## src/design/tmcf_params.svh

```systemverilog
// offsets, field positions, reset values and divider taps of the 8-bit timer
// assumes inclusion by bare name from every file that decodes timer registers
`ifndef TMCF_PARAMS_SVH
`define TMCF_PARAMS_SVH

// register byte offsets on the APB word grid
`define TMCF_OFS_CTRL_A 8'h00
`define TMCF_OFS_CTRL_B 8'h04
`define TMCF_OFS_COUNT 8'h08
`define TMCF_OFS_CMP_A 8'h0C
`define TMCF_OFS_CMP_B 8'h10
`define TMCF_OFS_MASK 8'h14
`define TMCF_OFS_FLAGS 8'h18

// control A fields
`define TMCF_CA_OUT_MODE_A 7:6
`define TMCF_CA_OUT_MODE_B 5:4
`define TMCF_CA_WAVE_LOW 1:0
// control B fields
`define TMCF_CB_FORCE_A 7
`define TMCF_CB_FORCE_B 6
`define TMCF_CB_WAVE_MSB 3
`define TMCF_CB_CLOCK_SEL 2:0
// readable bits of control A and control B
`define TMCF_CA_READ_MASK 8'hF3
`define TMCF_CB_READ_MASK 8'h0F
// mask and flag bit positions
`define TMCF_BIT_CMP_B 2
`define TMCF_BIT_CMP_A 1
`define TMCF_BIT_OVF 0

// reset values
`define TMCF_RST_BYTE 8'h00
`define TMCF_RST_FLAGS 3'h0

// fixed counter levels
`define TMCF_CNT_MAX 8'hFF
`define TMCF_CNT_BOTTOM 8'h00

// prescaler taps: a tick when the low bits of the free counter are all ones
`define TMCF_TAP_DIV8 10'h007
`define TMCF_TAP_DIV64 10'h03F
`define TMCF_TAP_DIV256 10'h0FF
`define TMCF_TAP_DIV1024 10'h3FF

`endif

```

## src/design/tmcf_pkg.sv

```systemverilog
// types shared by the timer core and its clock-select stage
// assumes the constants come from tmcf_params.svh
package tmcf_pkg;

	// clock select encodings
	typedef enum logic [2:0]
	{
		CS_STOP = 3'h0,
		CS_DIV1 = 3'h1,
		CS_DIV8 = 3'h2,
		CS_DIV64 = 3'h3,
		CS_DIV256 = 3'h4,
		CS_DIV1024 = 3'h5,
		CS_EXT_FALL = 3'h6,
		CS_EXT_RISE = 3'h7
	} tmcf_clock_sel_t;

	// decoded counting behaviour
	typedef enum
	{
		KIND_NORMAL,
		KIND_CTC,
		KIND_FAST,
		KIND_PHASE
	} tmcf_kind_t;

endpackage

```

## src/design/tmcf_clk_if.sv

```systemverilog
// carrier between the register core and the clock-select stage
// assumes both ends sit on CLK_SYS
`timescale 1ns/100ps

interface tmcf_clk_if;
	tmcf_pkg::tmcf_clock_sel_t clock_select;
	logic tick;

	modport core
	(
		output clock_select,
		input tick
	);

	modport select
	(
		input clock_select,
		output tick
	);
endinterface

```

## src/design/tmcf_clock_select.sv

```systemverilog
// prescaler and external pin edge detector that make the timer tick enable
// assumes ext_count_pin is asynchronous and clk_sys is the I/O clock
`timescale 1ns/100ps
`include "tmcf_params.svh"

module tmcf_clock_select
(
	input wire logic clk_sys,
	input wire logic rst_n,
	input wire logic ext_count_pin,
	tmcf_clk_if.select cs_if
);
	logic [9:0] presc_q;
	logic sync1_q;
	logic sync2_q;
	logic prev_q;
	logic ext_rise;
	logic ext_fall;

	// free prescaler; shared by all taps, so a new select does not restart it
	always_ff @(posedge clk_sys or negedge rst_n)
	begin
		if (!rst_n)
			presc_q <= 10'h000;
		else
			presc_q <= presc_q + 10'h001;
	end

	// two-flop synchroniser, then a third flop for edge detection
	always_ff @(posedge clk_sys or negedge rst_n)
	begin
		if (!rst_n)
		begin
			sync1_q <= 1'b0;
			sync2_q <= 1'b0;
			prev_q <= 1'b0;
		end
		else
		begin
			sync1_q <= ext_count_pin;
			sync2_q <= sync1_q;
			prev_q <= sync2_q;
		end
	end

	// pin edges count whatever the pin direction
	assign ext_rise = sync2_q & ~prev_q;
	assign ext_fall = ~sync2_q & prev_q;

	always_comb
	begin
		case (cs_if.clock_select)
			tmcf_pkg::CS_STOP: cs_if.tick = 1'b0;
			tmcf_pkg::CS_DIV1: cs_if.tick = 1'b1;
			tmcf_pkg::CS_DIV8: cs_if.tick = (presc_q & `TMCF_TAP_DIV8) == `TMCF_TAP_DIV8;
			tmcf_pkg::CS_DIV64: cs_if.tick = (presc_q & `TMCF_TAP_DIV64) == `TMCF_TAP_DIV64;
			tmcf_pkg::CS_DIV256: cs_if.tick = (presc_q & `TMCF_TAP_DIV256) == `TMCF_TAP_DIV256;
			tmcf_pkg::CS_DIV1024: cs_if.tick = presc_q == `TMCF_TAP_DIV1024;
			tmcf_pkg::CS_EXT_FALL: cs_if.tick = ext_fall;
			tmcf_pkg::CS_EXT_RISE: cs_if.tick = ext_rise;
			default: cs_if.tick = 1'b0;
		endcase
	end
endmodule

```

## src/design/tmcf_timer8.sv

```systemverilog
// 8-bit timer/counter with two compare channels, mask and flag registers
// assumes an APB master on CLK_SYS and CPU interrupt logic on the same clock
`timescale 1ns/100ps
`include "tmcf_params.svh"

module tmcf_timer8
(
	input wire logic CLK_SYS,
	input wire logic RSTN,
	input wire logic PSEL,
	input wire logic PENABLE,
	input wire logic PWRITE,
	input wire logic [7:0] PADDR,
	input wire logic [31:0] PWDATA,
	output logic [31:0] PRDATA,
	output logic PREADY,
	output logic PSLVERR,
	input wire logic EXT_COUNT_PIN,
	input wire logic GLOBAL_IRQ_ENABLE,
	input wire logic [2:0] VECTOR_ACK,
	output logic IRQ_OVERFLOW,
	output logic IRQ_COMPARE_A,
	output logic IRQ_COMPARE_B,
	output logic WAVE_OUT_A,
	output logic WAVE_OUT_B,
	output logic WAVE_OE_A,
	output logic WAVE_OE_B
);
	logic [7:0] ctrl_a_q;
	logic [3:0] ctrl_b_q;
	logic [7:0] count_q;
	logic [7:0] count_d;
	logic [7:0] cmp_a_q;
	logic [7:0] cmp_b_q;
	logic [2:0] mask_q;
	logic [2:0] flags_q;
	logic [2:0] flags_d;
	logic up_q;
	logic up_d;
	logic block_q;
	logic wave_a_q;
	logic wave_b_q;
	logic [31:0] prdata_q;

	tmcf_clk_if cs_if ();

	tmcf_clock_select u_clock_select
	(
		.clk_sys(CLK_SYS),
		.rst_n(RSTN),
		.ext_count_pin(EXT_COUNT_PIN),
		.cs_if(cs_if)
	);

	// bus decode
	wire setup = PSEL & ~PENABLE;
	wire wr_en = PSEL & PENABLE & PWRITE;
	wire [7:0] wbyte = PWDATA[7:0];
	wire hit_ctrl_a = PADDR == `TMCF_OFS_CTRL_A;
	wire hit_ctrl_b = PADDR == `TMCF_OFS_CTRL_B;
	wire hit_count = PADDR == `TMCF_OFS_COUNT;
	wire hit_cmp_a = PADDR == `TMCF_OFS_CMP_A;
	wire hit_cmp_b = PADDR == `TMCF_OFS_CMP_B;
	wire hit_mask = PADDR == `TMCF_OFS_MASK;
	wire hit_flags = PADDR == `TMCF_OFS_FLAGS;
	wire wr_ctrl_b = wr_en & hit_ctrl_b;
	wire wr_count = wr_en & hit_count;

	// zero-wait slave; an unmapped address reads zero and is not an error
	assign PREADY = 1'b1;
	assign PSLVERR = 1'b0;
	assign PRDATA = prdata_q;

	// mode bits split over both control registers
	wire [2:0] wave_mode = {ctrl_b_q[`TMCF_CB_WAVE_MSB], ctrl_a_q[`TMCF_CA_WAVE_LOW]};
	wire [1:0] out_mode_a = ctrl_a_q[`TMCF_CA_OUT_MODE_A];
	wire [1:0] out_mode_b = ctrl_a_q[`TMCF_CA_OUT_MODE_B];
	wire wave_msb = ctrl_b_q[`TMCF_CB_WAVE_MSB];
	assign cs_if.clock_select = tmcf_pkg::tmcf_clock_sel_t'(ctrl_b_q[`TMCF_CB_CLOCK_SEL]);

	// decode the counting behaviour; reserved codes run as normal
	tmcf_pkg::tmcf_kind_t kind;
	always_comb
	begin
		case (wave_mode)
			3'h1: kind = tmcf_pkg::KIND_PHASE;
			3'h2: kind = tmcf_pkg::KIND_CTC;
			3'h3: kind = tmcf_pkg::KIND_FAST;
			3'h5: kind = tmcf_pkg::KIND_PHASE;
			3'h7: kind = tmcf_pkg::KIND_FAST;
			default: kind = tmcf_pkg::KIND_NORMAL;
		endcase
	end

	wire is_pwm = (kind == tmcf_pkg::KIND_FAST) || (kind == tmcf_pkg::KIND_PHASE);
	wire top_from_a = (kind == tmcf_pkg::KIND_CTC) || wave_msb;
	wire [7:0] top = top_from_a ? cmp_a_q : `TMCF_CNT_MAX;
	wire tick = cs_if.tick;
	wire at_top = count_q == top;
	wire at_bottom = count_q == `TMCF_CNT_BOTTOM;

	// continuous compare; held off for one tick after a counter write
	wire match_a = tick & ~block_q & (count_q == cmp_a_q);
	wire match_b = tick & ~block_q & (count_q == cmp_b_q);

	// force only in non-PWM modes; ignored in PWM
	wire force_a = wr_ctrl_b & wbyte[`TMCF_CB_FORCE_A] & ~is_pwm;
	wire force_b = wr_ctrl_b & wbyte[`TMCF_CB_FORCE_B] & ~is_pwm;

	// overflow point per mode; max, bottom or top
	logic ovf_evt;
	always_comb
	begin
		case (kind)
			tmcf_pkg::KIND_PHASE: ovf_evt = tick & at_bottom & ~up_q;
			tmcf_pkg::KIND_FAST: ovf_evt = tick & at_top;
			default: ovf_evt = tick & (count_q == `TMCF_CNT_MAX);
		endcase
	end

	// counter sequencing; a bus write always wins over a tick
	always_comb
	begin
		count_d = count_q;
		up_d = up_q;
		if (wr_count)
			count_d = wbyte;
		else if (tick)
		begin
			case (kind)
				// clearing here follows count equal to compare a, blocked match or not, never a force
				tmcf_pkg::KIND_CTC: count_d = (match_a | at_top) ? `TMCF_CNT_BOTTOM : count_q + 8'h01;
				tmcf_pkg::KIND_FAST: count_d = at_top ? `TMCF_CNT_BOTTOM : count_q + 8'h01;
				tmcf_pkg::KIND_PHASE:
				begin
					if (up_q && at_top)
					begin
						up_d = 1'b0;
						count_d = count_q - 8'h01;
					end
					else if (!up_q && at_bottom)
					begin
						up_d = 1'b1;
						count_d = count_q + 8'h01;
					end
					else
						count_d = up_q ? count_q + 8'h01 : count_q - 8'h01;
				end
				default: count_d = count_q + 8'h01;
			endcase
		end
	end

	always_ff @(posedge CLK_SYS or negedge RSTN)
	begin
		if (!RSTN)
		begin
			count_q <= `TMCF_RST_BYTE;
			up_q <= 1'b1;
		end
		else
		begin
			count_q <= count_d;
			up_q <= up_d;
		end
	end

	// a counter write blocks matches until the next timer tick
	always_ff @(posedge CLK_SYS or negedge RSTN)
	begin
		if (!RSTN)
			block_q <= 1'b0;
		else if (wr_count)
			block_q <= 1'b1;
		else if (tick)
			block_q <= 1'b0;
	end

	// next waveform level for one channel
	function automatic logic wave_next(input logic cur, input logic [1:0] om,
		input tmcf_pkg::tmcf_kind_t k, input logic hit, input logic frc,
		input logic wrap, input logic up, input logic tog_ok);
		logic r;
		r = cur;
		case (k)
			// off, toggle, clear, set on a match, or on a force outside the PWM modes
			tmcf_pkg::KIND_FAST:
			begin
				if (hit && om == 2'h1 && tog_ok)
					r = ~cur;
				else if (hit && om[1])
					r = om[0];
				else if (wrap && om[1])
					r = ~om[0];
			end
			tmcf_pkg::KIND_PHASE:
			begin
				if (hit && om == 2'h1 && tog_ok)
					r = ~cur;
				else if (hit && om[1])
					r = om[0] ~^ up;
			end
			default:
			begin
				if ((hit || frc) && om == 2'h1)
					r = ~cur;
				else if ((hit || frc) && om[1])
					r = om[0];
			end
		endcase
		return r;
	endfunction

	// wrap into bottom in fast PWM: set or clear the output there
	wire fast_wrap = tick & at_top;

	// force and match share the output action; match drives pins
	always_ff @(posedge CLK_SYS or negedge RSTN)
	begin
		if (!RSTN)
		begin
			wave_a_q <= 1'b0;
			wave_b_q <= 1'b0;
		end
		else
		begin
			wave_a_q <= wave_next(wave_a_q, out_mode_a, kind, match_a, force_a,
				fast_wrap, up_q, wave_msb);
			wave_b_q <= wave_next(wave_b_q, out_mode_b, kind, match_b, force_b,
				fast_wrap, up_q, 1'b0);
		end
	end

	// output connects whenever its mode is not disconnected
	assign WAVE_OUT_A = wave_a_q;
	assign WAVE_OUT_B = wave_b_q;
	assign WAVE_OE_A = out_mode_a != 2'h0;
	assign WAVE_OE_B = out_mode_b != 2'h0;

	// compare flags set on real matches only; forces excluded
	wire [2:0] flag_set = {match_b, match_a, ovf_evt};
	// one clears, zero keeps; vector execution clears too
	wire [2:0] flag_clr = ({3{wr_en & hit_flags}} & wbyte[2:0]) | VECTOR_ACK;
	// a set in the clearing cycle survives
	assign flags_d = (flags_q & ~flag_clr) | flag_set;

	// all software registers start at zero
	always_ff @(posedge CLK_SYS or negedge RSTN)
	begin
		if (!RSTN)
		begin
			ctrl_a_q <= `TMCF_RST_BYTE;
			ctrl_b_q <= 4'h0;
			cmp_a_q <= `TMCF_RST_BYTE;
			cmp_b_q <= `TMCF_RST_BYTE;
			mask_q <= `TMCF_RST_FLAGS;
			flags_q <= `TMCF_RST_FLAGS;
		end
		else
		begin
			flags_q <= flags_d;
			if (wr_en && hit_ctrl_a)
				ctrl_a_q <= wbyte & `TMCF_CA_READ_MASK;
			if (wr_ctrl_b)
				ctrl_b_q <= wbyte[3:0];
			if (wr_en && hit_cmp_a)
				cmp_a_q <= wbyte;
			if (wr_en && hit_cmp_b)
				cmp_b_q <= wbyte;
			if (wr_en && hit_mask)
				mask_q <= wbyte[2:0];
		end
	end

	// each request needs mask, flag and the global enable
	assign IRQ_OVERFLOW = GLOBAL_IRQ_ENABLE & mask_q[`TMCF_BIT_OVF] & flags_q[`TMCF_BIT_OVF];
	assign IRQ_COMPARE_A = GLOBAL_IRQ_ENABLE & mask_q[`TMCF_BIT_CMP_A]
		& flags_q[`TMCF_BIT_CMP_A];
	assign IRQ_COMPARE_B = GLOBAL_IRQ_ENABLE & mask_q[`TMCF_BIT_CMP_B]
		& flags_q[`TMCF_BIT_CMP_B];

	// read mux; force bits and reserved bits come back zero
	logic [7:0] rd_byte;
	always_comb
	begin
		rd_byte = 8'h00;
		if (hit_ctrl_a)
			rd_byte = ctrl_a_q;
		else if (hit_ctrl_b)
			rd_byte = {4'h0, ctrl_b_q};
		else if (hit_count)
			rd_byte = count_q;
		else if (hit_cmp_a)
			rd_byte = cmp_a_q;
		else if (hit_cmp_b)
			rd_byte = cmp_b_q;
		else if (hit_mask)
			rd_byte = {5'h00, mask_q};
		else if (hit_flags)
			rd_byte = {5'h00, flags_q};
	end

	// read data captured in the setup cycle, so it stands through the access
	always_ff @(posedge CLK_SYS or negedge RSTN)
	begin
		if (!RSTN)
			prdata_q <= 32'h0000_0000;
		else if (setup)
			prdata_q <= {24'h000000, rd_byte};
	end
endmodule

```

## config.mk

```make
export PLATFORM = sky130hd
export DESIGN_NAME = tmcf_timer8
export DESIGN_NICKNAME = d
export VERILOG_FILES = /design/src/design/tmcf_pkg.sv /design/src/design/tmcf_clk_if.sv /design/src/design/tmcf_clock_select.sv /design/src/design/tmcf_timer8.sv
export VERILOG_INCLUDE_DIRS = /design/src /design/src/design
export SDC_FILE = /design/constraint.sdc
export NUM_CORES = 1
export LEC_CHECK = 0
export ABC_AREA = 0
export BUFFER_PORTS_ARGS = -buffer_cell sky130_fd_sc_hd__buf_2
export CORE_ASPECT_RATIO = 0.5
export CORE_MARGIN = 3
export CORE_UTILIZATION = 50
export DETAILED_ROUTE_END_ITERATION = 16
export PLACE_DENSITY_LB_ADDON = 0.3
export SYNTH_ARGS = -nofsm -noshare
export SYNTH_HDL_FRONTEND = slang
export SYNTH_SLANG_ARGS = --single-unit
```

## constraint.sdc

```tcl
create_clock -name CLK_SYS -period 7.7 [get_ports CLK_SYS]
set_input_delay 1.54 -clock CLK_SYS [delete_from_list [all_inputs] [get_ports CLK_SYS]]
set_output_delay 1.54 -clock CLK_SYS [all_outputs]
set_load 0.03 [all_outputs]
```

Word level (Yosys, flattened, before mapping)
Index checks and enable logic that the tools add are counted.
{"block": "totals", "reg_bits": 65, "input_bits": 50, "out_inout_bits": 41, "wordCells": 173}
{"block": "op_classes", "add_sub_neg": 3, "n_eq_ne": 38, "mux": 37, "bitwise_logic": 44, "n_reduce_logical": 35}
{"operator": "$mux 8", "n": 13}
{"operator": "$eq 32x3->1 const B", "n": 2}
{"operator": "$eq 32x2->1 const B", "n": 1}
{"operator": "$and 1x1->1", "n": 25}
{"operator": "$eq 8x5->1 const B", "n": 3}
{"operator": "$eq 8x8->1", "n": 3}
{"operator": "$pmux 8 s3", "n": 1}
{"operator": "$eq 3x3->1 const B", "n": 7}
{"operator": "$eq 8x4->1 const B", "n": 2}
{"operator": "$eq 8x8->1 const B", "n": 2}
{"operator": "$logic_and 1x1->1", "n": 16}
{"operator": "$logic_not 8->1", "n": 2}
{"operator": "$mux 1", "n": 16}
{"operator": "$eq 3x2->1 const B", "n": 4}
{"operator": "$not 1->1", "n": 11}
{"operator": "$add 10x1->10 const B", "n": 1}
{"operator": "$eq 10x10->1 const B", "n": 1}
{"operator": "$add 8x1->8 const B", "n": 1}
{"operator": "$eq 8x3->1 const B", "n": 1}
{"operator": "$pmux 1 s8", "n": 1}
{"operator": "$reduce_bool 2->1", "n": 4}
{"operator": "$reduce_bool 4->1", "n": 2}
{"operator": "$sub 8x1->8 const B", "n": 1}
{"operator": "$and 3x3->3", "n": 2}
{"operator": "20 further kinds", "n": 35}

Logic depth before layout (Yosys ltp)
{"block": "logic_depth", "word_depth": 13, "depth_mapped": 9, "mapped_depth_nobuf": 9}

By module
A second synthesis with hierarchy kept.
{"block": "unflattened", "hier_cells": 462, "area_unflattened_um2": 4226.6}
{"module": "tmcf_timer8", "instances": 1, "cells_per_inst": 418, "area_each_um2": 3668.5, "seq_area_each_um2": 1302.5}
{"module": "tmcf_clock_select", "instances": 1, "cells_per_inst": 44, "area_each_um2": 558.0, "seq_area_each_um2": 325.3}

Worst setup path after synthesis
OpenSTA, ideal clock, no wires.
{"block": "synth_timing", "path_kind": "input to register", "startpoint": "input PADDR[1]", "endpoint": "register cmp_b_q[0]", "setup_time_ns": 0.125, "arrival_time_ns": 3.324, "setup_slack_ns": 4.251, "cell_stages": 7, "n_path_buf": 1, "cell_sequence": "or4_1 -> nor2_1 -> nand3b_1 -> nor2_2 -> and2_1 -> buf_2 -> mux2_2"}
{"block": "synth_between", "elab_chain_cells": 2}
{"element": "start: declaration", "line_no": "tmcf_timer8.sv:13", "rtl": "input wire logic [7:0] PADDR,"}
{"element": "$eq 8x5->1 (no line)"}
{"element": "$logic_and 1x1->1", "line_no": "tmcf_timer8.sv:268", "rtl": "if (wr_en && hit_cmp_b)"}
{"element": "end signal: assignment", "line_no": "tmcf_timer8.sv:255", "rtl": "cmp_b_q <= `TMCF_RST_BYTE;"}
{"element": "end signal: assignment", "line_no": "tmcf_timer8.sv:269", "rtl": "cmp_b_q <= wbyte;"}
{"element": "end: declaration", "line_no": "tmcf_timer8.sv:34", "rtl": "logic [7:0] cmp_b_q;"}
Every way passes these cells.
A chain may end at the register's enable or synchronous reset.

Final worst setup path
{"block": "layout_timing", "startpoint": "input PADDR[1]", "endpoint": "register count_q[7]"}
{"block": "layout_between", "elab_chain_cells": 3, "word_cells_on_any_way": 4, "cone_classes": "eq/ne: 1; mux: 1; bitwise: 1; reduce/logical: 1"}
{"element": "$eq 8x4->1 (no line) (*)"}
{"element": "$and 1x1->1 (*)", "line_no": "tmcf_timer8.sv:67", "rtl": "wire wr_count = wr_en & hit_count;"}
{"element": "$mux 8 or $reduce_bool 2->1 (tied branches)"}
{"element": "end signal: assignment", "line_no": "tmcf_timer8.sv:158", "rtl": "count_q <= `TMCF_RST_BYTE;"}
{"element": "end signal: assignment", "line_no": "tmcf_timer8.sv:163", "rtl": "count_q <= count_d;"}
{"element": "end: declaration", "line_no": "tmcf_timer8.sv:31", "rtl": "logic [7:0] count_q;"}
Every way passes the cells marked *; elsewhere a longest branch is shown, timed or not.

==> flow_summary_export.csv <==
group,metric,value,unit
timing,slew_violations,0,
worst_hold_path,whs_endpoint,"u_clock_select.sync2_q$_DFF_PN0_",
final_layout,seq_area,1630,um^2
grt,grt_antenna_before_repair,0,
yosys,netlist_top_cells_count,"dfrtp_1, nand2_1, buf_4",
critical_path,worst_setup_path_start_kind,"input port",
critical_path,worst_r2r_endpoint,"WAVE_OUT_B$_DFFE_PN0P_",
power_and_ir_drop,vdd_ir_drop_max,0.148,mV
final_layout,proportion_of_layout_cells_with_a_drive_suffix_above_1,21.5,%
timing,transition_time_at_the_pin_with_the_least_slew_margin,0.868,ns
floorplanning,core_area,8140,um^2
placement,io_buffers,40,
yosys,post_synthesis_instance_area,4280,um^2
drt,drt_pre_antenna_iters,5,
timing,clock_skew,0.00761,ns
yosys,ys_warn_count,0,
final_layout,fin_area,4740,um^2
timing,final.min_clock_period,4.52,ns
timing,finalCritPeriodShare,58.7,%
drt,vias,3709,
yosys,synth_area_leaders,"dfrtp_1, mux2_2, buf_4",
clocking,clock_insertion_delay_worst_skew,0.34,ns
power_and_ir_drop,power_density,201,nW/um^2
final_layout,area_growth_syn_to_layout,10.8,%
clocking,clock_sink_count,65,
flow_run,drv_cap,0,
critical_path,critPathRequiredTime,7.96,ns
outcome,outcome,"complete, no violations",
yosys,synth_cell_type_count,79,
yosys,synth_top_area_share,37.4,%
floorplanning,pin_count,91,
final_layout,multiInputGateArea,2400,um^2
timing,rsz_0062_raised_after_global_routing,"false",
worst_hold_path,worstHoldPathCells,0,
drt,first_drt_iteration_drcs,305,
final_layout,final_antenna_diode_count,0,
clocking,cts-hold-fix-buffers,0,
floorplanning,fp-row-count,23,
floorplanning,die_y,71.4,um
clocking,cts_repair_resize_count,0,
timing,report.final.hold_viol_count,0,
yosys,synth-edff-count,0,
floorplanning,start_util,52.5,%
yosys,asyncSetResetFlopFracSynth,100,%
placement,dpl.hpwl,8450,um
clocking,clk_pin_slew,0.06,ns
clocking,cts-htree-levels,3,
timing,timing.setup.tns,0,ns
drt,drc_errors,0,
final_layout,nFillCells,710,
placement,gp_congestion,0.942,
power_and_ir_drop,p_leak,0.00211,uW
timing,achievable-frequency,0.221,GHz
yosys,syn_area_per_cell,9.38,um^2
grt,grt_usage,24.5,%
critical_path,regToRegStartpoint,"count_q[6]$_DFFE_PN0P_",
grt,largest_net_degree_at_the_start_of_global_routing,66,
yosys,yosysMostFrequentCell,"dfrtp_1",
drt,wl,11500,um
critical_path,timing.setup.critical_path_class,"input port to flip-flop",
final_layout,num-nets-final,541,
timing,slew_headroom,41.8,%
critical_path,rrSetupSlack,4.77,ns
floorplanning,die_w,137,um
clocking,cts_post_setup_buffers_inserted,0,
grt,first_global_vias,3504,
yosys,synth.yosys.seq_area_share,38.0,%
worst_hold_path,hold_path.startpoint,"u_clock_select.sync1_q$_DFF_PN0_",
grt,grt_first_pass_wirelength,18400,um
clocking,cts_root_buffer,"clkbuf_16",
power_and_ir_drop,total_power,954,uW
critical_path,cp_max_fo,15,
yosys,ys_ff_latch,65,
drt,routedWlPerCell,19.0,um
clocking,cts_tree,"built",
drt,post_drt_via_cell_ratio,6.14,
placement,placement.cell_area,4430,um^2
critical_path,worst_ep_arrival_time,4.78,ns
yosys,yosys_most_used_dff,"dfrtp_1",
clocking,cts_buffers,9,
grt,gr-total-overflow,0,
yosys,synth_top_cell_by_area,"dfrtp_1",
yosys,synthCells,456,
clocking,cts.path.max_buffers,2,
critical_path,r2r_depth,7,
critical_path,crit_path_end_kind,"flip-flop",
floorplanning,die_area,9770,um^2
worst_hold_path,hold_class,"flip-flop to flip-flop",
timing,setup_viol,0,
drt,antenna_left,0,
report_power, final:
group	total, uW	switching, uW	leakage, uW	internal [uW]
sequential	388	32.8	0.000851	355
combinational	139	86.1	0.00111	53.1
clock	427	170	0.000150	257
total	954	289	0.00211	665
logic make-up after synthesis:
family,after synthesis,share of synthesized area [%]
compound gates,108,18.6
xor+xnor,17,3.48
fa+ha+maj,4,1.17
buf+inv,61,8.07
flops,65,38.0
mux,36,9.27
other cells,2,0.176
simple gates,163,21.2
critical path: stages:
cell and delay, ns:
buf_2 0.09, or4_1 0.65, nor3_2 0.71, nand3_1 0.66
o21ai_0 0.53, o22ai_1 0.19, a221o_1 0.29, nor2_1 0.11
layer usage:
layer,GRT usage (%),up-vias,part of all wire [%]
li1,-,1706,-
met1,35.4,1746,45
met2,34.1,233,41
met3,9.75,24,12
met4,6.75,0,1.6
met5,0,-,0
sequential cells by signal (all words and copies together) (netlist names), 3 cells and up:
signal and flops:
cmp_b_q 8, ctrl_b_q 4, count_q 8, PRDATA 8, ctrl_a_q 6, flags_q 3
mask_q 3, cmp_a_q 8, u_clock_select.presc_q 10
through the flow:
stage	instances	setup slack (ns)	hold slack [ns]	util (%)
after detailed placement	588	3.00	0.345	54.4
after global routing	604	3.11	0.366	58.2
after global placement	588	3.12	0.336	54.4
after floorplan	480	4.25	0.331	-
final	604	3.18	0.360	58.2
after CTS	604	3.36	0.359	58.2
final cells by class:
type / count / share of cell area, %
Timing Repair Buffer: 41 / 4.38
Inverter: 16 / 1.27
Clock buffer: 9 / 4.75
Sequential cell: 65 / 34.3
Clock inverter: 7 / 1.82
Tap cell: 112 / 2.95
Multi-Input combinational cell: 354 / 50.5
worst max-delay path by stage:
stage / from / end / depth (start not counted)
final: PADDR[1] / count_q[7]$_DFFE_PN0P_ / 8
after global routing: PADDR[1] / count_q[7]$_DFFE_PN0P_ / 8
after CTS: PADDR[1] / count_q[7]$_DFFE_PN0P_ / 8
after detailed placement: PADDR[1] / count_q[7]$_DFFE_PN0P_ / 8
after global placement: PADDR[1] / count_q[5]$_DFFE_PN0P_ / 8
after floorplan: PADDR[1] / cmp_b_q[0]$_DFFE_PN0P_ / 7
placed cells by master, fill, tap and decap left out, types with 3 or more instances in the layout:
master,Yosys,routed
o21ai_0,23,23
nand3_1,17,17
clkbuf_16,0,9
o211ai_1,4,4
mux2i_1,7,7
xnor2_1,13,13
a311oi_1,3,3
conb_1,2,26
o22ai_1,7,7
nand4_1,5,5
inv_1,12,12
inv_2,4,4
nor4_1,3,3
o221ai_1,4,4
a31oi_1,4,4
nand3b_1,4,4
or2_2,3,3
a22o_1,6,6
and3_1,10,10
ha_1,4,4
nor3b_1,4,4
xor2_1,4,4
o32ai_1,4,4
nor2_1,18,18
a21oi_1,13,13
o2111ai_1,3,3
a22oi_1,7,7
and4_1,6,6
mux2_2,27,27
nand2_1,49,49
buf_2,3,40
nor2b_1,5,5
nor3_1,7,7
nand2b_1,11,11
nand4b_1,3,3
dfrtp_1,64,64
Power figures use the tool's default switching activity.
